**config.mk**
```make
export PLATFORM = sky130hd
export DESIGN_NAME = nac_ctrl
export DESIGN_NICKNAME = d
export VERILOG_FILES = /design/src/hw/nac_pkg.sv /design/src/hw/nac_pick.sv /design/src/hw/nac_ctrl.sv
export SDC_FILE = /design/constraint.sdc
export NUM_CORES = 1
export LEC_CHECK = 0
export ABC_CLOCK_PERIOD_IN_PS = 4000
export BUFFER_PORTS_ARGS = -buffer_cell sky130_fd_sc_hd__buf_4
export CAP_MARGIN = 20
export CORE_MARGIN = 2
export CORE_UTILIZATION = 53
export CTS_CLUSTER_SIZE = 40
export DETAILED_ROUTE_END_ITERATION = 8
export GPL_ROUTABILITY_DRIVEN = 0
export PLACE_DENSITY = 0.87
export SLEW_MARGIN = 20
export SYNTH_ARGS = -nofsm -noshare
export SYNTH_HDL_FRONTEND = slang
export SYNTH_SLANG_ARGS = --single-unit
export TNS_END_PERCENT = 1
```
**constraint.sdc**
```tcl
create_clock -name clock -period 4 [get_ports clock]
set_clock_uncertainty 0.15 [all_clocks]
set_input_delay 0.2 -clock clock [delete_from_list [all_inputs] [get_ports clock]]
set_output_delay 0.2 -clock clock [all_outputs]
set_load 0.02 [all_outputs]
```
**src/hw/nac_pkg.sv**
```systemverilog
// ============================================================
// shared constants for the nested accept controller
package nac_pkg;

  // ============================================================
  // sizes
  localparam int NAC_SRC_N = 8;
  localparam int NAC_ID_W = 3;
  localparam int NAC_ADDR_W = 5;
  localparam int NAC_DATA_W = 32;
  localparam int NAC_VEC_W = 16;

  // ============================================================
  // register byte offsets
  localparam logic [NAC_ADDR_W-1:0] NAC_OFF_REQUEST = 5'h00;
  localparam logic [NAC_ADDR_W-1:0] NAC_OFF_MASK = 5'h04;
  localparam logic [NAC_ADDR_W-1:0] NAC_OFF_LEVEL = 5'h08;
  localparam logic [NAC_ADDR_W-1:0] NAC_OFF_STATUS = 5'h0C;

  // ============================================================
  // reset values
  localparam logic [NAC_SRC_N-1:0] NAC_RST_REQUEST = 8'h00;
  localparam logic [NAC_SRC_N-1:0] NAC_RST_MASK = 8'hFF;
  localparam logic [NAC_SRC_N-1:0] NAC_RST_LEVEL = 8'hFF;
  localparam logic NAC_RST_ACCEPT = 1'b0;
  localparam logic NAC_RST_SERVICED = 1'b1;

  // ============================================================
  // status word bit positions and vectors
  localparam int NAC_PSW_ACCEPT_BIT = 7;
  localparam int NAC_PSW_LEVEL_BIT = 1;
  localparam int NAC_STAT_ACCEPT_BIT = 0;
  localparam int NAC_STAT_LEVEL_BIT = 1;
  localparam int NAC_STAT_BUSY_BIT = 2;
  localparam int NAC_STAT_HOLD_BIT = 3;
  localparam logic [NAC_VEC_W-1:0] NAC_TRAP_VECTOR = 16'h003E;
  localparam logic [NAC_VEC_W-1:0] NAC_VEC_BASE_DEF = 16'h0004;

  // ============================================================
  // bus responses
  localparam logic [1:0] NAC_RESP_OKAY = 2'b00;
  localparam logic [1:0] NAC_RESP_SLVERR = 2'b10;

  // ============================================================
  // instruction kinds reported by the sequencer at each boundary
  typedef enum logic [2:0] {
    NAC_K_NORMAL = 3'h0,
    NAC_K_TRAP = 3'h1,
    NAC_K_SET_ACCEPT = 3'h2,
    NAC_K_CLEAR_ACCEPT = 3'h3,
    NAC_K_VEC_RETURN = 3'h4,
    NAC_K_TRAP_RETURN = 3'h5,
    NAC_K_PSW_WRITE = 3'h6,
    NAC_K_PSW_HOLD = 3'h7
  } nac_kind_t;

  // ============================================================
  // entry and return sequencer states
  typedef enum logic [6:0] {
    NAC_ST_IDLE = 7'b000_0001,
    NAC_ST_PUSH_PSW = 7'b000_0010,
    NAC_ST_PUSH_PTR = 7'b000_0100,
    NAC_ST_LOAD_VEC = 7'b000_1000,
    NAC_ST_POP_PTR = 7'b001_0000,
    NAC_ST_POP_PSW = 7'b010_0000,
    NAC_ST_POP_WAIT = 7'b100_0000
  } nac_state_t;

endpackage

```
**src/hw/nac_pick.sv**
```systemverilog
`timescale 1ns/10ps
// ============================================================
// picks the winning pending source: programmable level first,
// then fixed default order (lowest index wins)
module nac_pick #(
  parameter int N = 8,
  parameter int IW = 3
) (
  // candidates
  input wire logic [N-1:0] eligible,
  input wire logic [N-1:0] level,
  // winner
  output logic found,
  output logic [IW-1:0] id,
  output logic lvl
);

  // high level pass, then low level pass; later hits overwrite earlier
  always_comb begin
    found = 1'b0;
    id = '0;
    lvl = 1'b1;
    for (int i = N - 1; i >= 0; i--) begin
      if (eligible[i] && !level[i]) begin
        found = 1'b1;
        id = IW'(i);
        lvl = 1'b0;
      end
    end
    if (!found) begin
      for (int i = N - 1; i >= 0; i--) begin
        if (eligible[i]) begin
          found = 1'b1;
          id = IW'(i);
          lvl = 1'b1;
        end
      end
    end
  end

endmodule // nac_pick

```
**src/hw/nac_ctrl.sv**
```systemverilog
// Our own choices: register access over AXI4-Lite and the address map.
`timescale 1ns/10ps
// What this block does
// - a soft trap instruction is always taken; no flag or mask blocks it
// - trap entry pushes status word, then pointer, clears accept, loads fixed vector
// - soft trap return ends a trap; software must not use vectored return there
// - no maskable request is accepted while the global accept flag is clear
// - every acceptance clears the global accept flag
// - set-accept instruction sets the flag; handlers use it to allow nesting
// - with accept set, equal or higher level nests, lower level is refused
// - refused requests stay pending, taken after one main instruction past return
// - high level in service: only high level requests nest, accept set
// - low or no level in service, or trap service: both levels nest
// - level select bit 0 means high level, 1 means low level
// - a soft trap is accepted in every servicing state
// - status word and return instructions defer acceptance one instruction
// - writes to request, mask or level registers defer acceptance likewise
// - soft trap does not defer, but its flag clear blocks maskable acceptance
// - request flags capture events whatever the level select value
// - fixed default order plus two programmable levels decide nesting
// - a request is acceptable only with request flag 1 and mask flag 0
// - maskable entry copies the source level into the serviced flag after pushes
module nac_ctrl
  import nac_pkg::*;
#(
  parameter logic [NAC_VEC_W-1:0] VEC_BASE = NAC_VEC_BASE_DEF
) (
  // clock and reset
  input wire logic clock,
  input wire logic rst_b,
  // axi4-lite write address and data
  input wire logic [NAC_ADDR_W-1:0] awaddr,
  input wire logic awvalid,
  output logic awready,
  input wire logic [NAC_DATA_W-1:0] wdata,
  input wire logic [3:0] wstrb,
  input wire logic wvalid,
  output logic wready,
  // axi4-lite write response
  output logic [1:0] bresp,
  output logic bvalid,
  input wire logic bready,
  // axi4-lite read
  input wire logic [NAC_ADDR_W-1:0] araddr,
  input wire logic arvalid,
  output logic arready,
  output logic [NAC_DATA_W-1:0] rdata,
  output logic [1:0] rresp,
  output logic rvalid,
  input wire logic rready,
  // peripheral request events, one-cycle pulses on this clock
  input wire logic [NAC_SRC_N-1:0] src_event,
  // instruction sequencer
  input wire logic instr_done,
  input wire nac_kind_t instr_kind,
  input wire logic [7:0] psw_wr_data,
  input wire logic pop_valid,
  input wire logic [7:0] pop_data,
  // status word flags and stack control
  output logic global_accept_flag,
  output logic serviced_level_flag,
  output logic seq_busy,
  output logic push_strobe,
  output logic push_sel_ptr,
  output logic pop_strobe,
  output logic pop_sel_ptr,
  output logic vec_load,
  output logic [NAC_VEC_W-1:0] vec_addr
);

  // ============================================================
  // registers
  logic [NAC_SRC_N-1:0] request_flag;
  logic [NAC_SRC_N-1:0] mask_flag;
  logic [NAC_SRC_N-1:0] level_select_flag;
  logic bank_hold;
  nac_state_t state;
  logic pend_level;
  logic [NAC_VEC_W-1:0] pend_vec;

  // ============================================================
  // arbitration
  wire [NAC_SRC_N-1:0] eligible = request_flag & ~mask_flag;
  logic pick_found;
  logic [NAC_ID_W-1:0] pick_id;
  logic pick_level;

  // level bits steer the pick, default order breaks ties
  nac_pick #(
    .N(NAC_SRC_N),
    .IW(NAC_ID_W)
  ) u_pick (
    .eligible(eligible),
    .level(level_select_flag),
    .found(pick_found),
    .id(pick_id),
    .lvl(pick_level)
  );

  // ============================================================
  // instruction boundary decode
  wire idle = (state == NAC_ST_IDLE);
  wire boundary = instr_done && idle;
  wire kind_trap = (instr_kind == NAC_K_TRAP);
  wire kind_ret = (instr_kind == NAC_K_VEC_RETURN) || (instr_kind == NAC_K_TRAP_RETURN);
  // status word touchers, flag instructions and returns hold acceptance
  wire kind_hold = (instr_kind == NAC_K_SET_ACCEPT) || (instr_kind == NAC_K_CLEAR_ACCEPT) ||
                   (instr_kind == NAC_K_PSW_WRITE) || (instr_kind == NAC_K_PSW_HOLD) || kind_ret;
  // trap needs no flag and works in any service state
  wire do_trap = boundary && kind_trap;
  // nesting test: accept flag first, then level against serviced flag
  wire level_ok = serviced_level_flag || !pick_level;
  wire can_nest = global_accept_flag && pick_found && level_ok;
  // trap boundary itself never takes a maskable request
  wire do_mask = boundary && !kind_trap && !kind_hold && !bank_hold && can_nest;
  // both returns share the pop sequence; misuse is left to software
  wire do_ret = boundary && kind_ret;
  wire do_set = boundary && (instr_kind == NAC_K_SET_ACCEPT);
  wire do_clr = boundary && (instr_kind == NAC_K_CLEAR_ACCEPT);
  wire do_pswr = boundary && (instr_kind == NAC_K_PSW_WRITE);
  wire restore = (state == NAC_ST_POP_WAIT) && pop_valid;

  // ============================================================
  // sequencer next state
  nac_state_t next_state;
  always_comb begin
    next_state = state;
    case (state)
      NAC_ST_IDLE: begin
        if (do_trap || do_mask) begin
          next_state = NAC_ST_PUSH_PSW;
        end else if (do_ret) begin
          next_state = NAC_ST_POP_PTR;
        end
      end
      NAC_ST_PUSH_PSW: next_state = NAC_ST_PUSH_PTR;
      NAC_ST_PUSH_PTR: next_state = NAC_ST_LOAD_VEC;
      NAC_ST_LOAD_VEC: next_state = NAC_ST_IDLE;
      NAC_ST_POP_PTR: next_state = NAC_ST_POP_PSW;
      NAC_ST_POP_PSW: next_state = NAC_ST_POP_WAIT;
      NAC_ST_POP_WAIT: begin
        if (pop_valid) begin
          next_state = NAC_ST_IDLE;
        end
      end
      default: next_state = NAC_ST_IDLE;
    endcase
  end

  // ============================================================
  // flag updates; entry wins over any restore, they cannot coincide anyway
  wire clear_accept_now = (state == NAC_ST_PUSH_PTR); // cleared once the status word is saved
  wire next_accept = clear_accept_now ? 1'b0 :
                     restore ? pop_data[NAC_PSW_ACCEPT_BIT] :
                     do_set ? 1'b1 :
                     do_clr ? 1'b0 :
                     do_pswr ? psw_wr_data[NAC_PSW_ACCEPT_BIT] :
                     global_accept_flag;
  // serviced flag takes the taken level after both pushes
  wire next_level = (state == NAC_ST_LOAD_VEC) ? pend_level :
                    restore ? pop_data[NAC_PSW_LEVEL_BIT] :
                    do_pswr ? psw_wr_data[NAC_PSW_LEVEL_BIT] :
                    serviced_level_flag;
  // trap service counts as low level so both levels may nest
  wire next_pend_level = do_trap ? 1'b1 : pick_level;
  wire [NAC_VEC_W-1:0] mask_vec = VEC_BASE + NAC_VEC_W'({pick_id, 1'b0});
  wire [NAC_VEC_W-1:0] next_pend_vec = do_trap ? NAC_TRAP_VECTOR : mask_vec;

  // ============================================================
  // bus decode
  wire aw_take = awvalid && wvalid && !awready && !bvalid;
  wire wr_en = awready && awvalid && wready && wvalid;
  wire ar_take = arvalid && !arready && !rvalid;
  wire rd_en = arready && arvalid;
  wire lane0 = wstrb[0];
  wire wr_req = wr_en && lane0 && (awaddr == NAC_OFF_REQUEST);
  wire wr_mask = wr_en && lane0 && (awaddr == NAC_OFF_MASK);
  wire wr_level = wr_en && lane0 && (awaddr == NAC_OFF_LEVEL);
  wire wr_hit = (awaddr == NAC_OFF_REQUEST) || (awaddr == NAC_OFF_MASK) ||
                (awaddr == NAC_OFF_LEVEL) || (awaddr == NAC_OFF_STATUS);
  wire rd_hit = (araddr == NAC_OFF_REQUEST) || (araddr == NAC_OFF_MASK) ||
                (araddr == NAC_OFF_LEVEL) || (araddr == NAC_OFF_STATUS);
  wire [NAC_SRC_N-1:0] wr_byte = wdata[NAC_SRC_N-1:0];

  // request bits: software write, acknowledge clear, event set wins last
  wire [NAC_SRC_N-1:0] ack_clear = do_mask ? (NAC_SRC_N'(1) << pick_id) : '0;
  wire [NAC_SRC_N-1:0] req_base = wr_req ? wr_byte : request_flag;
  wire [NAC_SRC_N-1:0] next_request = (req_base & ~ack_clear) | src_event;
  // bank writes hold acceptance to the end of the next instruction
  wire bank_wr = wr_req || wr_mask || wr_level;
  wire next_bank_hold = bank_wr || (bank_hold && !boundary);

  // status word for software: flags, sequencer busy, pending hold
  logic [NAC_DATA_W-1:0] status_word;
  always_comb begin
    status_word = '0;
    status_word[NAC_STAT_ACCEPT_BIT] = global_accept_flag;
    status_word[NAC_STAT_LEVEL_BIT] = serviced_level_flag;
    status_word[NAC_STAT_BUSY_BIT] = !idle;
    status_word[NAC_STAT_HOLD_BIT] = bank_hold;
  end

  // read mux; unmapped reads return zero with an error response
  wire [NAC_DATA_W-1:0] rd_mux =
    (araddr == NAC_OFF_REQUEST) ? NAC_DATA_W'(request_flag) :
    (araddr == NAC_OFF_MASK) ? NAC_DATA_W'(mask_flag) :
    (araddr == NAC_OFF_LEVEL) ? NAC_DATA_W'(level_select_flag) :
    (araddr == NAC_OFF_STATUS) ? status_word : '0;

  // ============================================================
  // control state and flags
  always_ff @(posedge clock or negedge rst_b) begin
    if (!rst_b) begin
      state <= NAC_ST_IDLE;
      global_accept_flag <= NAC_RST_ACCEPT;
      serviced_level_flag <= NAC_RST_SERVICED;
      pend_level <= NAC_RST_SERVICED;
      pend_vec <= NAC_TRAP_VECTOR;
      bank_hold <= 1'b0;
    end else begin
      state <= next_state;
      global_accept_flag <= next_accept;
      serviced_level_flag <= next_level;
      bank_hold <= next_bank_hold;
      if (do_trap || do_mask) begin
        pend_level <= next_pend_level;
        pend_vec <= next_pend_vec;
      end
    end
  end

  // ============================================================
  // software visible banks
  always_ff @(posedge clock or negedge rst_b) begin
    if (!rst_b) begin
      request_flag <= NAC_RST_REQUEST;
      mask_flag <= NAC_RST_MASK;
      level_select_flag <= NAC_RST_LEVEL;
    end else begin
      request_flag <= next_request; // pending requests stay until taken or rewritten by software
      if (wr_mask) begin
        mask_flag <= wr_byte;
      end
      if (wr_level) begin
        level_select_flag <= wr_byte;
      end
    end
  end

  // ============================================================
  // stack and vector strobes, registered so the core sees clean pulses
  always_ff @(posedge clock or negedge rst_b) begin
    if (!rst_b) begin
      seq_busy <= 1'b0;
      push_strobe <= 1'b0;
      push_sel_ptr <= 1'b0;
      pop_strobe <= 1'b0;
      pop_sel_ptr <= 1'b0;
      vec_load <= 1'b0;
      vec_addr <= NAC_TRAP_VECTOR;
    end else begin
      seq_busy <= (next_state != NAC_ST_IDLE);
      push_strobe <= (state == NAC_ST_PUSH_PSW) || (state == NAC_ST_PUSH_PTR);
      push_sel_ptr <= (state == NAC_ST_PUSH_PTR);
      pop_strobe <= (state == NAC_ST_POP_PTR) || (state == NAC_ST_POP_PSW);
      pop_sel_ptr <= (state == NAC_ST_POP_PTR);
      vec_load <= (state == NAC_ST_LOAD_VEC);
      if (state == NAC_ST_LOAD_VEC) begin
        vec_addr <= pend_vec;
      end
    end
  end

  // ============================================================
  // axi4-lite write channel: one write at a time, both beats together
  always_ff @(posedge clock or negedge rst_b) begin
    if (!rst_b) begin
      awready <= 1'b0;
      wready <= 1'b0;
      bvalid <= 1'b0;
      bresp <= NAC_RESP_OKAY;
    end else begin
      awready <= aw_take;
      wready <= aw_take;
      if (wr_en) begin
        bvalid <= 1'b1;
        bresp <= wr_hit ? NAC_RESP_OKAY : NAC_RESP_SLVERR;
      end else if (bready) begin
        bvalid <= 1'b0;
      end
    end
  end

  // ============================================================
  // axi4-lite read channel
  always_ff @(posedge clock or negedge rst_b) begin
    if (!rst_b) begin
      arready <= 1'b0;
      rvalid <= 1'b0;
      rdata <= '0;
      rresp <= NAC_RESP_OKAY;
    end else begin
      arready <= ar_take;
      if (rd_en) begin
        rvalid <= 1'b1;
        rdata <= rd_mux;
        rresp <= rd_hit ? NAC_RESP_OKAY : NAC_RESP_SLVERR;
      end else if (rready) begin
        rvalid <= 1'b0;
      end
    end
  end

endmodule // nac_ctrl

```
# Yosys cells after proc, flatten, opt, wreduce, memory -nomap -nowiden
# Index checks and enable logic that the tools add are counted.
[word_totals]
reg_bits = 113
output_inout_bits = 65
word_cells = 205
[classes]
n_mux = 77
addsub = 1
eq_ne = 21
shifts = 1
bitwise = 5
reduce_logical = 77
[op_table]
columns = ["op", "count"]
rows = [
  ["$mux W3", 17],
  ["$mux W1", 47],
  ["$pmux W7 S6", 1],
  ["$mux W8", 5],
  ["$logic_and A1 B1 Y1", 35],
  ["$mux W7", 3],
  ["$eq A5 B4 Y1 const B", 4],
  ["$logic_not A1 Y1", 18],
  ["$logic_or A1 B1 Y1", 18],
  ["$and A8 B8 Y8", 2],
  ["$not A8 Y8", 2],
  ["$eq A3 B3 Y1 const B", 4],
  ["$eq A5 B3 Y1 const B", 2],
  ["$logic_not A5 Y1", 2],
  ["$or A8 B8 Y8", 1],
  ["$shl A1 B3 Y8 const A", 1],
  ["$eq A7 B1 Y1 const B", 1],
  ["$eq A7 B2 Y1 const B", 1],
  ["$eq A7 B3 Y1 const B", 1],
  ["$eq A7 B4 Y1 const B", 1],
  ["$eq A7 B5 Y1 const B", 1],
  ["$eq A7 B6 Y1 const B", 1],
  ["$eq A7 B7 Y1 const B", 1],
  ["$ne A7 B1 Y1 const B", 1],
  ["other kinds (9)", 12],
]

# Logic depth before layout (Yosys ltp)
[logic_depth]
depth_word = 28
ltp_mapped = 8
depth_no_buf = 7

# By module
# Synthesis repeated with hierarchy kept, for this count alone.
[unflattened]
cells_unflattened = 351
area_unflattened_um2 = 3716.1
[modules_own_cells]
columns = ["module", "area_each_um2", "instances", "cells_each"]
rows = [
  ["nac_ctrl", 3472.1, 1, 314],
  ["nac_pick", 244.0, 1, 37],
]

# Least setup slack after synthesis
# OpenSTA, ideal clock, no wires.
[synth_timing]
kind = "reg2reg"
from = "register wready"
to = "register request_flag[4]"
path_stages_with_launch = 7
path_buffers = 0
arrival_time_ps = 1878
required_time_ps = 3732
setup_ps = 118
setup_slack_ps = 1853
cell_sequence = "dfrtp_1 > nand3_1 > nor4_2 > nand2_1 > nor3_2 > mux2_2 > a21o_1"
[synth_via]
elab_chain_len = 8
[synth_rtl]
columns = ["element", "line", "rtl"]
rows = [
  ["from (decl)", "nac_ctrl.sv:38", "output logic wready,"],
  ["from (signal assigned)", "nac_ctrl.sv:284", "wready <= aw_take;"],
  ["$logic_and A1 B1 Y1", "n/a", ""],
  ["$logic_and A1 B1 Y1 * (2 in a row)", "nac_ctrl.sv:172", "wire wr_en = awready && awvalid && wready && wvalid;"],
  ["$logic_and A1 B1 Y1 * (2 in a row)", "nac_ctrl.sv:176", "wire wr_req = wr_en && lane0 && (awaddr == NAC_OFF_REQUEST);"],
  ["$mux W8 *", "nac_ctrl.sv:187", "wire [NAC_SRC_N-1:0] req_base = wr_req ? wr_byte : request_flag;"],
  ["$and A8 B8 Y8 *", "nac_ctrl.sv:188", "wire [NAC_SRC_N-1:0] next_request = (req_base & ~ack_clear) | src_event;"],
  ["$or A8 B8 Y8 *", "nac_ctrl.sv:188", ""],
  ["named net next_request[4]", "nac_ctrl.sv:188", ""],
  ["to (signal assigned)", "nac_ctrl.sv:240", "request_flag <= next_request;"],
  ["to (decl)", "nac_ctrl.sv:73", "logic [NAC_SRC_N-1:0] request_flag;"],
]
# Mark *: on every way through the listed nets, which the timed path passes. The rest lies on a longest branch.
# A chain may end at the register's enable or synchronous reset.

# Worst setup path after layout
[layout_timing]
from = "register request_flag[0]"
to = "register request_flag[6]"
[layout_via]
elab_chain_len = 20
word_cells_on_any_way = 35
cone_classes = "1 x shift; 24 x mux; 4 x bitwise; 6 x reduce/logical"
[layout_rtl]
columns = ["element", "line", "rtl"]
rows = [
  ["$and A8 B8 Y8 *", "nac_ctrl.sv:83", "wire [NAC_SRC_N-1:0] eligible = request_flag & ~mask_flag;"],
  ["$logic_and A1 B1 Y1", "nac_pick.sv:24", "if (eligible[i] && !level[i]) begin"],
  ["$mux W1", "nac_pick.sv:24", ""],
  ["$mux W1 (8 in a row)", "nac_pick.sv:32", "if (eligible[i]) begin"],
  ["$mux W1", "nac_pick.sv:30", "if (!found) begin"],
  ["$logic_not A1 Y1", "nac_ctrl.sv:112", "wire level_ok = serviced_level_flag || !pick_level;"],
  ["$logic_or A1 B1 Y1", "nac_ctrl.sv:112", ""],
  ["$logic_and A1 B1 Y1", "nac_ctrl.sv:113", "wire can_nest = global_accept_flag && pick_found && level_ok;"],
  ["$logic_and A1 B1 Y1", "nac_ctrl.sv:115", "wire do_mask = boundary && !kind_trap && !kind_hold && !bank_hold && can_nest;"],
  ["$mux W8 *", "nac_ctrl.sv:186", "wire [NAC_SRC_N-1:0] ack_clear = do_mask ? (NAC_SRC_N'(1) << pick_id) : '0;"],
  ["$not A8 Y8 *", "nac_ctrl.sv:188", ""],
  ["$and A8 B8 Y8 *", "nac_ctrl.sv:188", ""],
  ["$or A8 B8 Y8 *", "nac_ctrl.sv:188", ""],
  ["named net next_request[6]", "nac_ctrl.sv:188", ""],
]
# Marked as above.

==> flow_summary_export.csv <==
group,metric,value,unit
sta,slew-limit-headroom,42.9,%
finish,finalCoreUtilization,66.9,%
sta,rsz0062_at_grt,"false",
route,vias_per_cell,5.46,
clock_tree,cts_tree,"yes",
floorplan,core_area,0.00672,mm2
worst_setup_path,cp-start-kind,"register",
floorplan,row_count,30,
power,intPower,1.12,mW
global_routing,grt_overflow,0,
global_routing,grt_pass1_wl,13400,um
route,route.detailed.drc,0,
clock_tree,cts_resized,0,
logic_synthesis,synth-edff-count,0,
floorplan,initial_core_util,54.2,%
finish,final_common_cell,"buf_4",
finish,layout_common_cells,"70 x buf_4, 37 x conb_1, 36 x dfrtp_1",
route,wl_per_cell,15.7,um
global_routing,grtUsageTotal,23.0,%
floorplan,io_pins,147,
placement,dp_hpwl,5750,um
worst_setup_path,cp-end-kind,"register",
global_routing,use_met3,3.51,%
status,status,"finished clean",
clock_tree,clk_latency,0.34,ns
clock_tree,cts.sinks,65,
power,swShare,28.5,%
route,vias,2895,
sta,worst_slack,1.50,ns
placement,place_ws,1.57,ns
sta,setup-tns-final,0,ns
finish,area_growth,23.5,%
worst_setup_path,crit_chain,"nor3b_1 -> nor4_1 -> and3_4 -> a311oi_4 -> nand4b_1 -> a21o_1",
logic_synthesis,ys_types,60,
logic_synthesis,synth_flop_cell,"dfrtp_1",
route,routed_wl,8340,um
logic_synthesis,netlist_area,0.00364,mm2
logic_synthesis,yosys_register_bits,65,
global_routing,use_met2,37.6,%
power,leakage,2.02,nW
clock_tree,cts-buffers-inserted,9,
global_routing,met1_usage,30.1,%
finish,drive_gt1_share,33.1,%
sta,period_needed,2.50,ns
worst_setup_path,crit_arrival,2.58,ns
sta,tightest_slew,0.853,ns
logic_synthesis,synthCells,351,
power,power_density,348,mW/mm2
sta,hold_viol_final,0,
worst_setup_path,cp_max_fo,9,
min_path,min_path_type,"in -> reg",
finish,nets,528,
worst_setup_path,critPathSlowestCell,"nor3b_1",
power,peakVddDrop,0.157,mV
route,ant_nets,0,
power,clkPwrFrac,31.9,%
clock_tree,htreeDepth,3,
power,p_comb_share,18.9,%
sta,max_freq,400,MHz
global_routing,grt_pass1_vias,2824,
placement,port_buffers,70,
power,totalPowerFinal,1.56,mW
worst_setup_path,cpPeakStageDelay,0.54,ns
logic_synthesis,yosysWarnings,0,
floorplan,die_h,86.9,um
clock_tree,path_clk_slew,0.07,ns
placement,placed_cell_area,0.00408,mm2
global_routing,grt-busiest-layer,"met2",
sta,slew_viol_final,0,
sta,final.period_utilization,62.4,%
sta,finalSetupViolCount,0,
clock_tree,cts-root-buf,"clkbuf_8",
worst_setup_path,critical_path_buf_inv_count,0,
floorplan,die_area,0.00755,mm2
global_routing,antenna_found_initial,0,
finish,design_area,0.00450,mm2
worst_setup_path,cp_top_family,"simple AND/OR/NAND/NOR gates",
logic_synthesis,ys_seq_area_share,45.7,%
worst_setup_path,crit_type,"reg -> reg",
run,drv_cap,0,
logic_synthesis,syn_area_per_cell,10.4,um2
power,power_frac_seq,49.2,%
power,switchingPower,0.445,mW
finish,antenna-diode-count,0,
floorplan,fp.dieW,86.9,um
global_routing,grt_max_degree,66,
logic_synthesis,async_reset_ff_share,100,%
route,first_pass_iters,4,
clock_tree,clockBufferDepth,2,
worst_setup_path,worstPathRequired,4.09,ns
worst_setup_path,r2r_setup_slack,1.50,ns
route,drt_iter0_drc,206,
[routing by layer]
metal	vias to the layer above	share of wire (%)
met5	-	0
met4	0	1.6
met3	12	6.1
met2	107	50
met1	1408	42
li1	1368	-
[synth_stat cells, types with 2 or more instances]
| cell | number | area [um2] |
|---|---|---|
| buf_4 | 38 | 285 |
| dfrtp_1 | 36 | 901 |
| nand2_1 | 32 | 120 |
| dfstp_2 | 29 | 762 |
| mux2_2 | 22 | 248 |
| nor2_1 | 16 | 60.1 |
| o21ai_0 | 16 | 80.1 |
| a21oi_1 | 13 | 65.1 |
| nor3_1 | 12 | 60.1 |
| inv_1 | 11 | 41.3 |
| nor3b_1 | 11 | 82.6 |
| mux2i_1 | 9 | 90.1 |
| nand2b_1 | 9 | 56.3 |
| clkbuf_1 | 7 | 26.3 |
| nand3_1 | 6 | 30.0 |
| a22o_1 | 5 | 43.8 |
| nor2b_1 | 5 | 31.3 |
| a21o_1 | 4 | 30.0 |
| nand4_1 | 4 | 25.0 |
| o211ai_1 | 4 | 30.0 |
| a22oi_1 | 3 | 22.5 |
| and2_1 | 3 | 18.8 |
| nand4b_1 | 3 | 26.3 |
| nor4_1 | 3 | 18.8 |
| nor4b_1 | 3 | 26.3 |
| o21a_1 | 3 | 22.5 |
| o21bai_1 | 3 | 22.5 |
| a211oi_1 | 2 | 15.0 |
| a2bb2oi_1 | 2 | 17.5 |
| buf_2 | 2 | 10.0 |
| nor3_2 | 2 | 20.0 |
| nor4b_2 | 2 | 30.0 |
| nor4bb_1 | 2 | 20.0 |
| o22ai_1 | 2 | 12.5 |
| xnor2_1 | 2 | 17.5 |
[final cells by class]
cell class                 instances  area [um2]
clock buffer                      15         166
fill                             526        2220
inverter                          11        41.3
clock inverter                     1        5.00
tap                               80         100
multi-input combinational        263        1750
timing repair buffer              95         776
sequential                        65        1660
[power by group through the flow]
stage / Sequential (mW) / Combinational, mW / Clock (mW)
after floorplan: 0.790 / 0.172 / 0
after global placement: 0.776 / 0.263 / 0
after detailed placement: 0.778 / 0.271 / 0
after CTS: 0.768 / 0.293 / 0.504
after global routing: 0.773 / 0.323 / 0.536
final: 0.769 / 0.295 / 0.499
[kinds of logic after synthesis]
group,Yosys count,synth area share [%]
AND/OR/NAND/NOR,121,19.2
AO/OA/AOI/OAI,68,13.5
flip-flops,65,45.7
buffers and inverters,59,10.3
multiplexers,33,10.2
XOR/XNOR,3,0.722
adder cells (fa/ha/maj),1,0.343
other,1,0.103
[worst paths after layout]
path / start / to / cells after the start
setup / recovery: request_flag[0] / request_flag[6] / 6
hold reg to reg: pend_vec[5] / vec_addr[5] / 2
hold / removal: awaddr[1] / bresp[1] / 3
max in group asynchronous: rst_b / request_flag[1] / 2
min in group asynchronous: rst_b / rvalid / 2
setup reg to reg: request_flag[0] / request_flag[6] / 6
[flip-flops by register name, summed over array words and instances, names as in the netlist, 5 cells and up]
signal             flops
rdata                  8
vec_addr               5
mask_flag              8
level_select_flag      8
pend_vec               5
state                  7
request_flag           8
[tightest hold or removal path: stages]
cell	delay, ns
buf_4	0.08
nor4_2	0.04
a21oi_1	0.12
[per-stage QoR]
step / hold WS, ns / instances
CTS: 0.00182 / 530
detailed placement: 0.194 / 489
finish: 0.00228 / 530
global placement: 0.175 / 489
floorplan: -0.246 / 387
global route: 0.0339 / 530
[timing repair]
item / CTS / global route
setup buffers: 0 / 0
hold endpoints to repair: 68 / 0
hold buffers: 25 / 0
(Power assumes the default switching activity.)
